### src/include/tdc_regs.svh
// Coprocessor selectors, command codes, masks, reset values and counts
// Assumes inclusion by the design files of the TCM DMA channel block
`ifndef TDC_REGS_SVH
`define TDC_REGS_SVH

// Register selectors on the coprocessor access port
`define TDC_CRM_ID 4'h0
`define TDC_CRM_UACC 4'h1
`define TDC_CRM_CHNUM 4'h2
`define TDC_CRM_CMD 4'h3
`define TDC_CRM_CTRL 4'h4
`define TDC_CRM_ISTART 4'h5
`define TDC_CRM_ESTART 4'h6
`define TDC_CRM_IEND 4'h7
`define TDC_CRM_STAT 4'h8
`define TDC_CRM_CTX 4'hf

// Operation selector values of the command register
`define TDC_OP_STOP 3'h0
`define TDC_OP_START 3'h1
`define TDC_OP_CLEAR 3'h2

// Identification and status views
`define TDC_ID_PRESENT 3'h0
`define TDC_ID_QUEUED 3'h1
`define TDC_ID_RUNNING 3'h2
`define TDC_ID_IRQ 3'h3

// Control register: writable bits and reset value
`define TDC_CTRL_MASK 32'hfc0f_ff03
`define TDC_CTRL_RST 32'h0000_0000
`define TDC_WORD_RST 32'h0000_0000

// External abort code of the status error field
`define TDC_ES_ABORT 5'h1a
`define TDC_ES_NONE 5'h00

// Written-location tracking: 16-byte groups, 64 of them
`define TDC_GRP_LSB 4
`define TDC_GRP_BITS 6
`define TDC_CHANNELS 2

`endif

### src/include/tdc_pkg.sv
// Types shared by the TCM DMA channel control block
// Assumes the constants header is included by each design file
package tdc_pkg;

  // Status codes follow declaration order: idle, queued, running, done
  typedef enum logic [1:0] {st_idle, st_queued, st_running, st_done} tdc_stat_t;

  typedef enum logic {e_idle, e_wait} tdc_eng_t;

  typedef struct packed {
    logic target_tcm_select;
    logic transfer_direction;
    logic irq_on_done;
    logic irq_on_fault;
    logic full_transfer;
    logic user_perm_check;
    logic [5:0] rsvd_hi;
    logic [11:0] external_stride;
    logic [5:0] rsvd_lo;
    logic [1:0] access_size;
  } tdc_ctrl_t;

  typedef struct packed {
    logic valid;
    logic write;
    logic user;
    logic [3:0] coproc_reg_selector;
    logic [2:0] op2;
    logic [31:0] wdata;
  } tdc_cp_req_t;

  typedef struct packed {
    logic [31:0] ext_addr;
    logic [31:0] int_addr;
    logic [1:0] size;
    logic dir;
    logic itcm;
    logic user;
  } tdc_xfer_t;

endpackage

### src/tdc_dirty.sv
// Record of written data TCM groups, one bit per aligned four-word group
// Assumes stores and DMA touches arrive on the processor clock
`timescale 1ns/100ps
`include "tdc_regs.svh"
module tdc_dirty (
  input logic clk,
  input logic rst_b,
  input logic set_en,
  input logic [`TDC_GRP_BITS-1:0] set_grp,
  input logic clr_en,
  input logic [`TDC_GRP_BITS-1:0] clr_grp,
  input logic [`TDC_GRP_BITS-1:0] grp,
  output logic dirty
);

  logic [(1<<`TDC_GRP_BITS)-1:0] map;
  logic [(1<<`TDC_GRP_BITS)-1:0] next_map;

  // A store in the same cycle as a DMA touch wins, so no write is lost
  always_comb begin
    next_map = map;
    if (clr_en) begin
      next_map[clr_grp] = 1'b0;
    end
    if (set_en) begin
      next_map[set_grp] = 1'b1;
    end
  end

  always_ff @(posedge clk or negedge rst_b) begin
    if (!rst_b) begin
      map <= '0;
    end else begin
      map <= next_map;
    end
  end

  assign dirty = map[grp];

endmodule

### src/tdc_chan.sv
// Per-channel registers and status sequencing of the TCM DMA
// Assumes the parent decodes access rights and runs the shared engine
`timescale 1ns/100ps
`include "tdc_regs.svh"
module tdc_chan
  import tdc_pkg::*;
(
  input logic clk,
  input logic rst_b,
  input logic wr_ctrl,
  input logic wr_ctx,
  input logic wr_ist,
  input logic wr_est,
  input logic wr_iend,
  input logic [31:0] wdata,
  input logic cmd_en,
  input logic [2:0] cmd_op,
  input logic cmd_user,
  input logic u_bit,
  input logic other_busy,
  input logic eng_step,
  input logic [31:0] eng_int,
  input logic [31:0] eng_ext,
  input logic eng_done,
  input logic eng_err,
  input logic eng_stop,
  output tdc_ctrl_t ctrl,
  output logic [31:0] ctx,
  output logic [31:0] ist,
  output logic [31:0] est,
  output logic [31:0] iend,
  output tdc_stat_t state,
  output logic [4:0] err_code,
  output logic irq,
  output logic stop_req,
  output logic start_user,
  output logic in_op
);

  tdc_stat_t next_state;
  wire locked = (state == st_queued) || (state == st_running);
  wire start = cmd_en && (cmd_op == `TDC_OP_START) && (state == st_idle);
  wire stop = cmd_en && (cmd_op == `TDC_OP_STOP);
  wire clear = cmd_en && (cmd_op == `TDC_OP_CLEAR) && (state == st_done);
  wire set_irq = (eng_done && ctrl.irq_on_done)
              || (eng_err && (ctrl.irq_on_fault || u_bit));

  // A failed channel still counts as busy for the other one's Start
  assign in_op = locked || ((state == st_done) && (err_code != `TDC_ES_NONE));

  //----------------------------------------------------------------
  // Status sequencing
  //----------------------------------------------------------------
  always_comb begin
    next_state = state;
    case (state)
      st_idle: begin
        if (start) begin
          next_state = other_busy ? st_queued : st_running;
        end
      end
      st_queued: begin
        if (stop) begin
          next_state = st_idle;
        end else if (!other_busy) begin
          next_state = st_running;
        end
      end
      st_running: begin
        if (eng_stop) begin
          next_state = st_idle;
        end else if (eng_done || eng_err) begin
          next_state = st_done;
        end
      end
      st_done: begin
        if (clear) begin
          next_state = st_idle;
        end
      end
      default: next_state = st_idle;
    endcase
  end

  always_ff @(posedge clk or negedge rst_b) begin
    if (!rst_b) begin
      state <= st_idle;
      stop_req <= 1'b0;
      start_user <= 1'b0;
      err_code <= `TDC_ES_NONE;
      irq <= 1'b0;
    end else begin
      state <= next_state;
      stop_req <= (state == st_running) && (stop_req || stop) && !eng_stop;
      if (start) begin
        start_user <= cmd_user;
        err_code <= `TDC_ES_NONE;
      end else if (eng_err) begin
        err_code <= `TDC_ES_ABORT;
      end
      // Level until Clear; set and clear never meet in one state
      irq <= set_irq || (irq && !clear);
    end
  end

  //----------------------------------------------------------------
  // Programmed registers
  //----------------------------------------------------------------
  // Address writes while busy are dropped; the engine owns them then
  always_ff @(posedge clk or negedge rst_b) begin
    if (!rst_b) begin
      ctrl <= `TDC_CTRL_RST;
      ctx <= `TDC_WORD_RST;
      ist <= `TDC_WORD_RST;
      est <= `TDC_WORD_RST;
      iend <= `TDC_WORD_RST;
    end else begin
      if (wr_ctrl) ctrl <= wdata & `TDC_CTRL_MASK;
      if (wr_ctx && !locked) ctx <= wdata;
      if (wr_iend && !locked) iend <= wdata;
      if (eng_step) begin
        ist <= eng_int;
        est <= eng_ext;
      end else begin
        if (wr_ist && !locked) ist <= wdata;
        if (wr_est && !locked) est <= wdata;
      end
    end
  end

endmodule

### src/tdc_dma_ctrl.sv
// TCM DMA channel control: coprocessor register file and shared engine
// Assumes memory system and TCM store reports run on the same clock
//
// Behaviour
// - Each channel has a privileged read/write context tag at selector 15.
// - Context tag writes are ignored while the channel is Running or Queued.
// - Low eight context bits drive the space identifier toward memory.
// - User-mode access to the context tag traps as undefined.
// - User access to control traps when the channel's user bit is clear.
// - Bit 31 picks instruction or data TCM, bit 30 the direction.
// - Bit 29 raises the interrupt on completion until Clear.
// - Errors interrupt when bit 28 or the user bit is set.
// - Outbound data with bit 27 clear moves at least all written groups.
// - Full transfer moves every location and leaves the written record.
// - Written tracking uses aligned four-word groups moved whole.
// - Full-transfer bit has no effect on instruction TCM transfers.
// - Bit 26 or a user-mode starter makes transfers checked as user.
// - Bits 19:8 add a byte stride to the external address.
// - Internal address steps by the transaction size every access.
// - Bits 1:0 give access size, issued exactly as programmed.
// - Selector 3 takes write-only commands: 0 stops, 1 starts.
// - Start enters Running unless the other channel is in operation.
// - Stop waits for outstanding accesses when Running, is instant when Queued.
// - Command 2 clears Complete-or-Error to Idle and drops the interrupt.
// - Status code: 00 idle, 01 queued, 10 running, 11 done.
`timescale 1ns/100ps
`include "tdc_regs.svh"
module tdc_dma_ctrl
  import tdc_pkg::*;
(
  input logic clk,
  input logic rst_b,
  input tdc_cp_req_t cp_req,
  output logic [31:0] cp_rdata,
  output logic cp_undef,
  output tdc_xfer_t xfer,
  output logic ext_req,
  output logic [7:0] space_id_out,
  input logic ext_done,
  input logic ext_err,
  input logic tcm_store,
  input logic [31:0] tcm_store_addr,
  output logic [1:0] irq
);

  localparam int NCH = `TDC_CHANNELS;

  logic chnum;
  logic [1:0] u_acc;
  tdc_eng_t e_st;
  tdc_eng_t next_e;
  logic [31:0] rd;
  logic [1:0] id_bits;

  tdc_ctrl_t ctrl_a [NCH];
  logic [31:0] ctx_a [NCH];
  logic [31:0] ist_a [NCH];
  logic [31:0] est_a [NCH];
  logic [31:0] iend_a [NCH];
  tdc_stat_t st_a [NCH];
  logic [4:0] es_a [NCH];
  logic [NCH-1:0] stop_req;
  logic [NCH-1:0] start_user;
  logic [NCH-1:0] in_op;
  logic [NCH-1:0] q_v;
  logic [NCH-1:0] r_v;

  //----------------------------------------------------------------
  // Access rights
  //----------------------------------------------------------------
  // Trap decisions are combinational so the core sees them in the cycle
  wire [3:0] coproc_reg_selector = cp_req.coproc_reg_selector;
  wire usr = cp_req.valid && cp_req.user;
  wire crm_chan = (coproc_reg_selector >= `TDC_CRM_CMD) && (coproc_reg_selector <= `TDC_CRM_STAT);
  wire trap_priv = (coproc_reg_selector == `TDC_CRM_ID) || (coproc_reg_selector == `TDC_CRM_UACC)
                || (coproc_reg_selector == `TDC_CRM_CTX);
  wire trap_chan = crm_chan && !u_acc[chnum];
  wire trap_num = (coproc_reg_selector == `TDC_CRM_CHNUM) && (u_acc == 2'b00);
  assign cp_undef = usr && (trap_priv || trap_chan || trap_num);

  wire ok = cp_req.valid && !cp_undef;
  wire wr = ok && cp_req.write;
  wire rd_en = ok && !cp_req.write;

  //----------------------------------------------------------------
  // Global registers
  //----------------------------------------------------------------
  always_ff @(posedge clk or negedge rst_b) begin
    if (!rst_b) begin
      chnum <= 1'b0;
      u_acc <= 2'b00;
    end else begin
      if (wr && (coproc_reg_selector == `TDC_CRM_CHNUM)) chnum <= cp_req.wdata[0];
      if (wr && (coproc_reg_selector == `TDC_CRM_UACC)) u_acc <= cp_req.wdata[1:0];
    end
  end

  //----------------------------------------------------------------
  // Read data
  //----------------------------------------------------------------
  always_comb begin
    case (cp_req.op2)
      `TDC_ID_PRESENT: id_bits = 2'b11;
      `TDC_ID_QUEUED: id_bits = q_v;
      `TDC_ID_RUNNING: id_bits = r_v;
      `TDC_ID_IRQ: id_bits = irq;
      default: id_bits = 2'b00;
    endcase
  end

  // Write-only and reserved selectors read as zero
  always_comb begin
    case (coproc_reg_selector)
      `TDC_CRM_ID: rd = {30'h0, id_bits};
      `TDC_CRM_UACC: rd = {30'h0, u_acc};
      `TDC_CRM_CHNUM: rd = {31'h0, chnum};
      `TDC_CRM_CTRL: rd = ctrl_a[chnum];
      `TDC_CRM_ISTART: rd = ist_a[chnum];
      `TDC_CRM_ESTART: rd = est_a[chnum];
      `TDC_CRM_IEND: rd = iend_a[chnum];
      `TDC_CRM_STAT: rd = {19'h0, 1'b0, es_a[chnum], 5'h0, st_a[chnum]};
      `TDC_CRM_CTX: rd = ctx_a[chnum];
      default: rd = 32'h0;
    endcase
  end

  always_ff @(posedge clk or negedge rst_b) begin
    if (!rst_b) begin
      cp_rdata <= 32'h0;
    end else if (rd_en) begin
      cp_rdata <= rd;
    end
  end

  //----------------------------------------------------------------
  // Shared transfer engine
  //----------------------------------------------------------------
  // Only one channel runs at a time, so one engine serves both
  wire act = (st_a[1] == st_running);
  wire run = st_a[act] == st_running;
  tdc_ctrl_t c;
  assign c = ctrl_a[act];
  wire idle_run = run && (e_st == e_idle);

  wire [31:0] step_sz = 32'h1 << c.access_size;
  wire [31:0] next_int = ist_a[act] + step_sz;
  wire [31:0] next_ext = est_a[act] + {20'h0, c.external_stride};
  wire at_end = ist_a[act] == iend_a[act];

  // Tracking applies only to data TCM with full transfer clear
  wire track = !c.target_tcm_select && !c.full_transfer;
  wire grp_dirty;
  // Group of the last good tracked access; the rest of that group still moves
  logic moved_v;
  logic [`TDC_GRP_BITS-1:0] moved_grp;
  wire [`TDC_GRP_BITS-1:0] cur_grp = ist_a[act][`TDC_GRP_LSB +: `TDC_GRP_BITS];
  wire in_moved = moved_v && (moved_grp == cur_grp);
  wire skip = track && c.transfer_direction && !grp_dirty && !in_moved;

  wire eng_stop = idle_run && stop_req[act];
  wire eng_done = idle_run && !stop_req[act] && at_end;
  wire go = idle_run && !stop_req[act] && !at_end;
  wire fin = (e_st == e_wait) && ext_done;
  wire eng_err = fin && ext_err;
  wire eng_step = (go && skip) || (fin && !ext_err);
  wire issue = go && !skip;
  wire xuser = c.user_perm_check || start_user[act];

  // Clearing the record on each completed touch keeps stores after the group's
  // last touch recorded, while this flag still moves the group's remaining words
  always_ff @(posedge clk or negedge rst_b) begin
    if (!rst_b) begin
      moved_v <= 1'b0;
      moved_grp <= '0;
    end else if (!run) begin
      moved_v <= 1'b0;
    end else if (fin && !ext_err && track) begin
      moved_v <= 1'b1;
      moved_grp <= cur_grp;
    end
  end

  tdc_xfer_t next_xfer;
  assign next_xfer = '{
    ext_addr: est_a[act],
    int_addr: ist_a[act],
    size: c.access_size,
    dir: c.transfer_direction,
    itcm: c.target_tcm_select,
    user: xuser
  };

  always_comb begin
    case (e_st)
      e_idle: next_e = issue ? e_wait : e_idle;
      e_wait: next_e = ext_done ? e_idle : e_wait;
      default: next_e = e_idle;
    endcase
  end

  always_ff @(posedge clk or negedge rst_b) begin
    if (!rst_b) begin
      e_st <= e_idle;
      xfer <= '0;
      space_id_out <= 8'h00;
    end else begin
      e_st <= next_e;
      if (issue) begin
        xfer <= next_xfer;
        space_id_out <= ctx_a[act][7:0];
      end
    end
  end

  assign ext_req = (e_st == e_wait);

  //----------------------------------------------------------------
  // Written-group record and channels
  //----------------------------------------------------------------
  // A completed touch with tracking on forgets the group
  tdc_dirty u_dirty (
    .clk(clk),
    .rst_b(rst_b),
    .set_en(tcm_store),
    .set_grp(tcm_store_addr[`TDC_GRP_LSB +: `TDC_GRP_BITS]),
    .clr_en(fin && !ext_err && track),
    .clr_grp(ist_a[act][`TDC_GRP_LSB +: `TDC_GRP_BITS]),
    .grp(ist_a[act][`TDC_GRP_LSB +: `TDC_GRP_BITS]),
    .dirty(grp_dirty)
  );

  for (genvar i = 0; i < NCH; i++) begin : g_ch
    wire sel = chnum == 1'(i);
    wire me = act == 1'(i);
    wire wr_ch = wr && sel;
    assign q_v[i] = st_a[i] == st_queued;
    assign r_v[i] = st_a[i] == st_running;
    tdc_chan u_ch (
      .clk(clk),
      .rst_b(rst_b),
      .wr_ctrl(wr_ch && (coproc_reg_selector == `TDC_CRM_CTRL)),
      .wr_ctx(wr_ch && (coproc_reg_selector == `TDC_CRM_CTX)),
      .wr_ist(wr_ch && (coproc_reg_selector == `TDC_CRM_ISTART)),
      .wr_est(wr_ch && (coproc_reg_selector == `TDC_CRM_ESTART)),
      .wr_iend(wr_ch && (coproc_reg_selector == `TDC_CRM_IEND)),
      .wdata(cp_req.wdata),
      .cmd_en(wr_ch && (coproc_reg_selector == `TDC_CRM_CMD)),
      .cmd_op(cp_req.op2),
      .cmd_user(cp_req.user),
      .u_bit(u_acc[i]),
      .other_busy(in_op[NCH-1-i]),
      .eng_step(eng_step && me),
      .eng_int(next_int),
      .eng_ext(next_ext),
      .eng_done(eng_done && me),
      .eng_err(eng_err && me),
      .eng_stop(eng_stop && me),
      .ctrl(ctrl_a[i]),
      .ctx(ctx_a[i]),
      .ist(ist_a[i]),
      .est(est_a[i]),
      .iend(iend_a[i]),
      .state(st_a[i]),
      .err_code(es_a[i]),
      .irq(irq[i]),
      .stop_req(stop_req[i]),
      .start_user(start_user[i]),
      .in_op(in_op[i])
    );
  end

  wire cmd0 = wr && !chnum && (coproc_reg_selector == `TDC_CRM_CMD);
  // Channel 1 is the one that gets queued behind a running channel 0
  wire cmd1 = wr && chnum && (coproc_reg_selector == `TDC_CRM_CMD);
  wire clr0 = cmd0 && (cp_req.op2 == `TDC_OP_CLEAR) && (st_a[0] == st_done);
endmodule

### config.mk
export PLATFORM = sky130hd
export DESIGN_NAME = tdc_dma_ctrl
export DESIGN_NICKNAME = d
export VERILOG_FILES = /design/src/include/tdc_pkg.sv /design/src/tdc_dirty.sv /design/src/tdc_chan.sv /design/src/tdc_dma_ctrl.sv
export VERILOG_INCLUDE_DIRS = /design/src /design/src/include
export SDC_FILE = /design/constraint.sdc
export NUM_CORES = 1
export LEC_CHECK = 0
export BUFFER_PORTS_ARGS = -buffer_cell sky130_fd_sc_hd__buf_2
export CAP_MARGIN = 20
export CORE_MARGIN = 8
export CORE_UTILIZATION = 40
export DETAILED_ROUTE_END_ITERATION = 6
export GPL_TIMING_DRIVEN = 1
export PLACE_DENSITY = 0.64
export SLEW_MARGIN = 10
export SYNTH_ARGS = -nofsm -noshare
export SYNTH_HDL_FRONTEND = slang
export SYNTH_SLANG_ARGS = --single-unit
### constraint.sdc
create_clock -name clk -period 9.7 [get_ports clk]
set_clock_uncertainty 0.1 [all_clocks]
set_input_delay 1.94 -clock clk [delete_from_list [all_inputs] [get_ports clk]]
set_output_delay 1.94 -clock clk [all_outputs]
set_load 0.01 [all_outputs]
; Word-level counts from Yosys, hierarchy flattened
; Index checks and enable logic that the tools add are counted.
[classes]
add_sub_neg = 2
order_cmp = 10
eq_ne = 30
n_shift = 1
n_mux = 88
n_bitwise = 8
n_reduce_logical = 133
[op_table]
columns = cell, n
row1 = $mux 32, 35
row2 = $pmux 32 s9, 1
row3 = $mux 64, 2
row4 = $logic_and 1x1->1, 80
row5 = $and 64x64->64, 1
row6 = $not 64->64, 1
row7 = $or 64x64->64, 1
row8 = $mux 2, 20
row9 = $mux 5, 7
row10 = $add 32x12->32, 1
row11 = $add 32x32->32, 1
row12 = $eq 32x32->1, 1
row13 = $shl 1x2->32 const A, 1
row14 = $mux 8, 3
row15 = $pmux 2 s4, 3
row16 = $logic_or 1x1->1, 20
row17 = $logic_not 1->1, 17
row18 = $eq 4x3->1 const B, 4
row19 = $lt 6x7->1 const B, 2
row20 = $mux 1, 13
row21 = $demux 1 s6, 2
row22 = $ge 6x1->1 const B, 2
row23 = $reduce_bool 2->1, 6
row24 = $eq 2x2->1 const B, 5
row25 = 24 further kinds, 43
[totals]
register_bits = 500
out_inout_bits = 113
wordCells = 320

; Longest topological paths before layout
[logic_depth]
depth_word = 17
ltp_mapped = 26
depth_no_buf = 15

; Hierarchy
; A second synthesis with hierarchy kept.
[hier_totals]
cells_unflattened = 2667
hier_area_um2 = 27427.6
[by_module_without_submodules]
columns = module, n_inst, cells_each, area_each_um2, seq_area_each_um2
row1 = tdc_chan, 2, 518, 6551.3, 3853.7
row2 = tdc_dma_ctrl, 1, 1324, 11079.4, 3002.9
row3 = tdc_dirty, 1, 307, 3245.6, 1601.5

; Worst setup path after synthesis
; Ideal clock, no wire load.
[synth_path]
path_kind = register -> register
startpoint = reg g_ch[1].u_ch.state[0]
endpoint = reg g_ch[1].u_ch.ist[26]
setup_ps = 130
arrival_time_ps = 5173
t_required_ps = 9470
path_slack_ps = 4297
stages_incl_launch_ff = 27
synth_period_minus_slack_ps = 5403
cell_sequence = dfrtp_1 > inv_1 > ha_1 > buf_4 > buf_6 > buf_6 > buf_4 > buf_2 > buf_4 > buf_2 > buf_2 > buf_2 > buf_1 > buf_2 > nand2_1 > o32ai_1 > ha_1 > fa_1 > a21o_1 > a21oi_1 > nor2_1 > nand3_1 > nor3_1 > inv_1 > or3_1 > xnor2_1 > o21ai_0
[synth_via]
elab_chain_cells = 14
[synth_lines]
columns = item, line
row1 = start: declaration, tdc_chan.sv:32  ; output tdc_stat_t state,
row2 = start signal: assignment, tdc_chan.sv:87  ; state <= st_idle;
row3 = start signal: assignment, tdc_chan.sv:93  ; state <= next_state;
row4 = $eq 2x2->1, "tdc_chan.sv:41, tdc_dma_ctrl.sv:139"
row5 = $not 1->2 (not written as such), n/a
row6 = "$mux 32, on equally long branches (3 in series)", "tdc_dma_ctrl.sv:156, tdc_dma_ctrl.sv:228, tdc_dma_ctrl.sv:142"
row7 = $bmux 1 s6 or $logic_not 1->1 (tied branches), "tdc_dirty.sv:38, tdc_dma_ctrl.sv:151"
row8 = $mux 1 (not written as such) or $logic_and 1x1->1 (tied branches), "tdc_dirty.sv:38, tdc_dma_ctrl.sv:151"
row9 = $logic_not 1->1 or $logic_and 1x1->1 (tied branches), tdc_dma_ctrl.sv:158  ; wire skip = track && c.transfer_direction && !grp_dirty && !in_moved;
row10 = $logic_and 1x1->1 (2 in series), tdc_dma_ctrl.sv:158
row11 = $logic_and 1x1->1, tdc_dma_ctrl.sv:165  ; wire eng_step = (go && skip) || (fin && !ext_err);
row12 = $logic_or 1x1->1, tdc_dma_ctrl.sv:165
row13 = $logic_and 1x1->1, tdc_dma_ctrl.sv:252  ; .eng_step(eng_step && me),
row14 = $mux 32 or $reduce_bool 2->1 (tied branches), n/a
row15 = end signal: assignment, tdc_chan.sv:114  ; ist <= `TDC_WORD_RST;
row16 = end signal: assignment, tdc_chan.sv:122  ; ist <= eng_int;
row17 = end signal: assignment, tdc_chan.sv:125  ; if (wr_ist && !locked) ist <= wdata;
row18 = end: declaration, tdc_chan.sv:29  ; output logic [31:0] ist,
; Parallel ways exist; a longest one is shown, timed or not. The select of a mux whose other input is x is not followed.
; A chain may end at the register's enable or synchronous reset.

; Final worst setup path
[layout_path]
startpoint = reg g_ch[1].u_ch.state[0]
endpoint = reg g_ch[0].u_ch.ist[11]
[layout_via]
elab_chain_cells = 14
[layout_lines]
columns = item, line
row1 = $eq 2x2->1, tdc_dma_ctrl.sv:139  ; wire act = (st_a[1] == st_running);
row2 = $not 1->2 (not written as such), n/a
row3 = "$mux 32, on equally long branches (3 in series)", "tdc_dma_ctrl.sv:156, tdc_dma_ctrl.sv:228, tdc_dma_ctrl.sv:142"
row4 = $bmux 1 s6 or $logic_not 1->1 (tied branches), "tdc_dirty.sv:38, tdc_dma_ctrl.sv:151"
row5 = $mux 1 (not written as such) or $logic_and 1x1->1 (tied branches), "tdc_dirty.sv:38, tdc_dma_ctrl.sv:151"
row6 = $logic_not 1->1 or $logic_and 1x1->1 (tied branches), tdc_dma_ctrl.sv:158
row7 = $logic_and 1x1->1 (2 in series), tdc_dma_ctrl.sv:158
row8 = $logic_and 1x1->1, tdc_dma_ctrl.sv:165
row9 = $logic_or 1x1->1, tdc_dma_ctrl.sv:165
row10 = $logic_and 1x1->1, tdc_dma_ctrl.sv:252
row11 = $mux 32 or $reduce_bool 2->1 (tied branches), n/a
row12 = end signal: assignment, tdc_chan.sv:114
row13 = end signal: assignment, tdc_chan.sv:122
row14 = end signal: assignment, tdc_chan.sv:125
row15 = end: declaration, tdc_chan.sv:29
; Parallel ways exist; a longest one is shown, timed or not. The select of a mux whose other input is x is not followed.

==> impl_metrics.xml <==
<?xml version="1.0" encoding="UTF-8"?>
<metrics>
  <group name="run_status">
    <metric name="run_status" unit="">finished clean</metric>
  </group>
  <group name="cts">
    <metric name="hold_buffers" unit="">0</metric>
    <metric name="clock_insertion_delay_worst_skew" unit="ns">0.62</metric>
    <metric name="htree_levels" unit="">2</metric>
    <metric name="cts_tree" unit="">done</metric>
    <metric name="cts.sink_count" unit="">492</metric>
    <metric name="cts.repair.resized" unit="">0</metric>
    <metric name="cts-buffers-inserted" unit="">53</metric>
    <metric name="cts_post_setup_buffers_inserted" unit="">0</metric>
    <metric name="cts_root_buf" unit="">sky130_fd_sc_hd__clkbuf_16</metric>
    <metric name="clock_pin_slew_reported_for_the_worst_setup_and_hold_paths_after_clock_tree_synthesis" unit="ns">0.06</metric>
    <metric name="cts-root-to-sink-buffers" unit="">3</metric>
  </group>
  <group name="floorplan">
    <metric name="start_util" unit="%">40.5</metric>
    <metric name="fp.coreArea" unit="mm2">0.0660</metric>
    <metric name="floorplan.die.width" unit="um">274</metric>
    <metric name="design.die.area" unit="mm2">0.0753</metric>
    <metric name="chip_height" unit="um">274</metric>
    <metric name="num_io_pins" unit="">192</metric>
    <metric name="rows" unit="">94</metric>
  </group>
  <group name="final_layout">
    <metric name="final_cell_mix" unit="">sky130_fd_sc_hd__dfrtp_1, sky130_fd_sc_hd__o21ai_0, sky130_fd_sc_hd__mux2_2</metric>
    <metric name="syn2layout_area_growth" unit="%">12.3</metric>
    <metric name="layout.core_utilization" unit="%">45.5</metric>
    <metric name="drive_above_1_share" unit="%">23.9</metric>
    <metric name="final_common_cell" unit="">sky130_fd_sc_hd__dfrtp_1</metric>
    <metric name="instances_no_fill" unit="">3596</metric>
    <metric name="finish.net_count" unit="">2794</metric>
    <metric name="n_fill_cell" unit="">6238</metric>
  </group>
  <group name="worst_setup_path">
    <metric name="setup.worst_path.class" unit="">reg2reg</metric>
    <metric name="endpoint_kind" unit="">register</metric>
    <metric name="worst_r2r_startpoint" unit="">g_ch[1].u_ch.state[0]</metric>
    <metric name="critical_path.reg2reg.endpoint" unit="">g_ch[0].u_ch.ist[11]</metric>
    <metric name="reg2reg_slack" unit="ns">3.67</metric>
    <metric name="critPathLaunchType" unit="">register</metric>
    <metric name="timing.critical_path.to" unit="">g_ch[0].u_ch.ist[11]</metric>
    <metric name="worst_setup_path_startpoint" unit="">g_ch[1].u_ch.state[0]</metric>
    <metric name="arrival" unit="ns">6.37</metric>
    <metric name="cp_max_fo" unit="">84</metric>
    <metric name="worst-r2r-cell-count" unit="">13</metric>
    <metric name="timing.critical_path.required" unit="ns">10.04</metric>
  </group>
  <group name="detailed_routing">
    <metric name="via_per_inst" unit="">6.00</metric>
    <metric name="vias" unit="">21572</metric>
    <metric name="wl" unit="um">90400</metric>
    <metric name="drt_first_pass_iters" unit="">6</metric>
    <metric name="final_antenna_net_count" unit="">0</metric>
    <metric name="route.detailed.drc" unit="">0</metric>
    <metric name="avgRoutedWirePerCell" unit="um">25.1</metric>
    <metric name="detail_route.iter0.violations" unit="">2484</metric>
  </group>
  <group name="synthesis">
    <metric name="post_synth_inst_count" unit="">2619</metric>
    <metric name="synth_area_leader_cell" unit="">sky130_fd_sc_hd__dfrtp_1</metric>
    <metric name="synth-main-ff-cell" unit="">sky130_fd_sc_hd__dfrtp_1</metric>
    <metric name="yosys.area.top_type_share" unit="%">46.1</metric>
    <metric name="count_of_flip_flops_with_a_built_in_enable_after_synthesis" unit="">0</metric>
    <metric name="syn-mean-instance-area" unit="um2">10.2</metric>
    <metric name="synth_area" unit="mm2">0.0267</metric>
    <metric name="synth.net_count" unit="">2726</metric>
    <metric name="yosys_warnings" unit="">0</metric>
    <metric name="netlist_cell_types" unit="">77</metric>
    <metric name="synth-seq-cells" unit="">492</metric>
    <metric name="postSynth.asyncResetShare" unit="%">100</metric>
    <metric name="synth.yosys.seq_area_share" unit="%">46.1</metric>
    <metric name="synth_area_leaders" unit="">sky130_fd_sc_hd__dfrtp_1, sky130_fd_sc_hd__mux2_2, sky130_fd_sc_hd__o21ai_0</metric>
  </group>
  <group name="sta">
    <metric name="final.min_clock_period" unit="ns">6.03</metric>
    <metric name="worstMarginPinSlew" unit="ns">1.21</metric>
    <metric name="period_share" unit="%">62.2</metric>
    <metric name="fin_setup_tns" unit="ns">0</metric>
    <metric name="unrepaired_setup_endpoints_after_global_routing" unit="">false</metric>
    <metric name="maxClockFrequency" unit="MHz">166</metric>
    <metric name="finalHoldViolCount" unit="">0</metric>
    <metric name="hold_slack" unit="ns">0.374</metric>
    <metric name="setup_viol_count_final" unit="">0</metric>
    <metric name="maxSlewHeadroom" unit="%">19.5</metric>
    <metric name="timing_max_transition_violations_final" unit="">0</metric>
  </group>
  <group name="grt">
    <metric name="first_global_vias" unit="">21471</metric>
    <metric name="grt_max_degree" unit="">188</metric>
    <metric name="grt_use_total" unit="%">23.6</metric>
    <metric name="grt_overflow" unit="">0</metric>
    <metric name="grt_first_pass_wirelength" unit="um">137000</metric>
    <metric name="grt_antenna_before_repair" unit="">6</metric>
  </group>
  <group name="pwr">
    <metric name="comb_power_share" unit="%">39.6</metric>
    <metric name="seq_power_share" unit="%">36.7</metric>
    <metric name="power_frac_clock" unit="%">23.6</metric>
    <metric name="p_sw_share" unit="%">40.2</metric>
    <metric name="cell_internal_pwr" unit="W">0.00520</metric>
    <metric name="power_density" unit="mW/mm2">290</metric>
    <metric name="worst_ir_drop_vdd" unit="mV">0.153</metric>
    <metric name="design_power_total" unit="W">0.00869</metric>
    <metric name="power.switching" unit="W">0.00350</metric>
    <metric name="total_leakage_power" unit="nW">13.1</metric>
  </group>
  <group name="min_path">
    <metric name="hold_path_class" unit="">reg2reg</metric>
  </group>
  <group name="placement">
    <metric name="number_of_buffers_added_on_ports" unit="">165</metric>
    <metric name="finalWeightedCongestion" unit="">0.940</metric>
    <metric name="dpl.hpwl" unit="um">62600</metric>
    <metric name="dp.cells" unit="">3495</metric>
  </group>
  <group name="run">
    <metric name="maxCapViolCount" unit="">0</metric>
  </group>
</metrics>
[worst min-delay path by stage]
stage,end,slack (ns),cells past startpoint,start
after floorplan,u_dirty.map[59],0.36,2,u_dirty.map[59]
after global placement,xfer[62],0.36,2,xfer[62]
after detailed placement,xfer[62],0.37,2,xfer[62]
after CTS,xfer[62],0.38,2,xfer[62]
after global routing,xfer[52],0.40,2,xfer[52]
final,xfer[66],0.37,2,xfer[66]
[cell type report]
cell class | count | area (um2) | area share (%)
well taps | 864 | 1080 | 3.60
flip-flops and latches | 492 | 12300 | 41.1
inverters | 32 | 120 | 0.400
diodes | 4 | 10.0 | 0.0334
repair buffers | 202 | 1170 | 3.90
clock inverters | 21 | 238 | 0.792
clock buffers | 75 | 1500 | 5.00
multi-input cells | 1906 | 13600 | 45.2
[power groups by stage]
stage | clock network [W] | registers [W] | logic, W
finish | 0.00206 | 0.00319 | 0.00345
global placement | 0 | 0.00317 | 0.00334
detailed placement | 0 | 0.00321 | 0.00341
global route | 0.00217 | 0.00327 | 0.00373
CTS | 0.00210 | 0.00318 | 0.00343
floorplan | 0 | 0.00308 | 0.00232
[Yosys cell counts (6+ instances only)]
cell type and instances:
sky130_fd_sc_hd__a21o_1 6, sky130_fd_sc_hd__buf_4 7, sky130_fd_sc_hd__o22ai_1 26, sky130_fd_sc_hd__a221oi_1 9, sky130_fd_sc_hd__nor2b_1 17, sky130_fd_sc_hd__a22oi_1 71
sky130_fd_sc_hd__nor2_1 92, sky130_fd_sc_hd__o211ai_1 13, sky130_fd_sc_hd__o21ai_1 12, sky130_fd_sc_hd__or3_1 11, sky130_fd_sc_hd__inv_1 32, sky130_fd_sc_hd__a22o_1 11
sky130_fd_sc_hd__mux2_2 330, sky130_fd_sc_hd__nor4_1 15, sky130_fd_sc_hd__xor2_1 30, sky130_fd_sc_hd__and3_1 6, sky130_fd_sc_hd__clkbuf_1 111, sky130_fd_sc_hd__o31ai_1 9
sky130_fd_sc_hd__nand3_1 34, sky130_fd_sc_hd__xnor2_1 94, sky130_fd_sc_hd__or2_2 7, sky130_fd_sc_hd__a31oi_1 18, sky130_fd_sc_hd__a211oi_1 12, sky130_fd_sc_hd__ha_1 26
sky130_fd_sc_hd__buf_2 40, sky130_fd_sc_hd__nand2b_1 17, sky130_fd_sc_hd__buf_1 28, sky130_fd_sc_hd__o21ai_0 360, sky130_fd_sc_hd__nor3_1 30, sky130_fd_sc_hd__nand3b_1 9
sky130_fd_sc_hd__dfrtp_1 492, sky130_fd_sc_hd__nand2_1 309, sky130_fd_sc_hd__nand4_1 19, sky130_fd_sc_hd__a21oi_1 78, sky130_fd_sc_hd__mux2i_1 140
[worst max-delay path, stage by stage, from the launching register on]
cell and delay [ns]:
sky130_fd_sc_hd__dfrtp_1 0.41, sky130_fd_sc_hd__inv_1 0.22, sky130_fd_sc_hd__ha_4 0.62, sky130_fd_sc_hd__buf_12 0.43, sky130_fd_sc_hd__mux2i_1 0.67, sky130_fd_sc_hd__xnor2_1 0.22
sky130_fd_sc_hd__nor4b_1 0.48, sky130_fd_sc_hd__o22ai_1 0.15, sky130_fd_sc_hd__o21bai_1 0.50, sky130_fd_sc_hd__nor4_4 0.20, sky130_fd_sc_hd__o21ai_4 0.18, sky130_fd_sc_hd__buf_4 0.47
sky130_fd_sc_hd__buf_4 0.74, sky130_fd_sc_hd__o21ai_0 0.25
[state kept, by name, indices dropped and copies added, names as in the netlist]
register	flops
u_dirty.map	64
u_acc	2
g_ch.u_ch.est	64
moved_grp	6
xfer	69
g_ch.u_ch.iend	64
g_ch.u_ch.irq	2
moved_v	1
chnum	1
ext_req	1
g_ch.u_ch.stop_req	2
cp_rdata	32
g_ch.u_ch.start_user	2
g_ch.u_ch.err_code	2
g_ch.u_ch.state	4
space_id_out	8
g_ch.u_ch.ist	64
g_ch.u_ch.ctrl	40
g_ch.u_ch.ctx	64
[stage by stage]
step	area, um2	setup WS [ns]
floorplan	26700	4.30
global placement	28200	3.89
detailed placement	28200	3.79
CTS	30000	3.76
global route	30000	3.37
finish	30000	3.67
[routing by layer]
| layer | global-route usage (%) | wire length [um] | up-vias |
|---|---|---|---|
| li1 | - | - | 9570 |
| met1 | 31.2 | 37400 | 10936 |
| met5 | 0 | 13 | - |
| met3 | 3.76 | 6470 | 188 |
| met2 | 37.2 | 41800 | 876 |
| met4 | 12.0 | 4830 | 2 |
[cells by family after synthesis]
kind of cell / Yosys count / share of synthesized area, %
and+or+nand+nor: 597 / 10.3
buffers and inverters: 221 / 3.48
muxes: 475 / 19.5
adders and majority gates: 28 / 1.37
DFF: 492 / 46.1
AOI/OAI and AO/OA: 682 / 15.1
xor gates and xnor gates: 124 / 4.07
(Power assumes the default switching activity.)
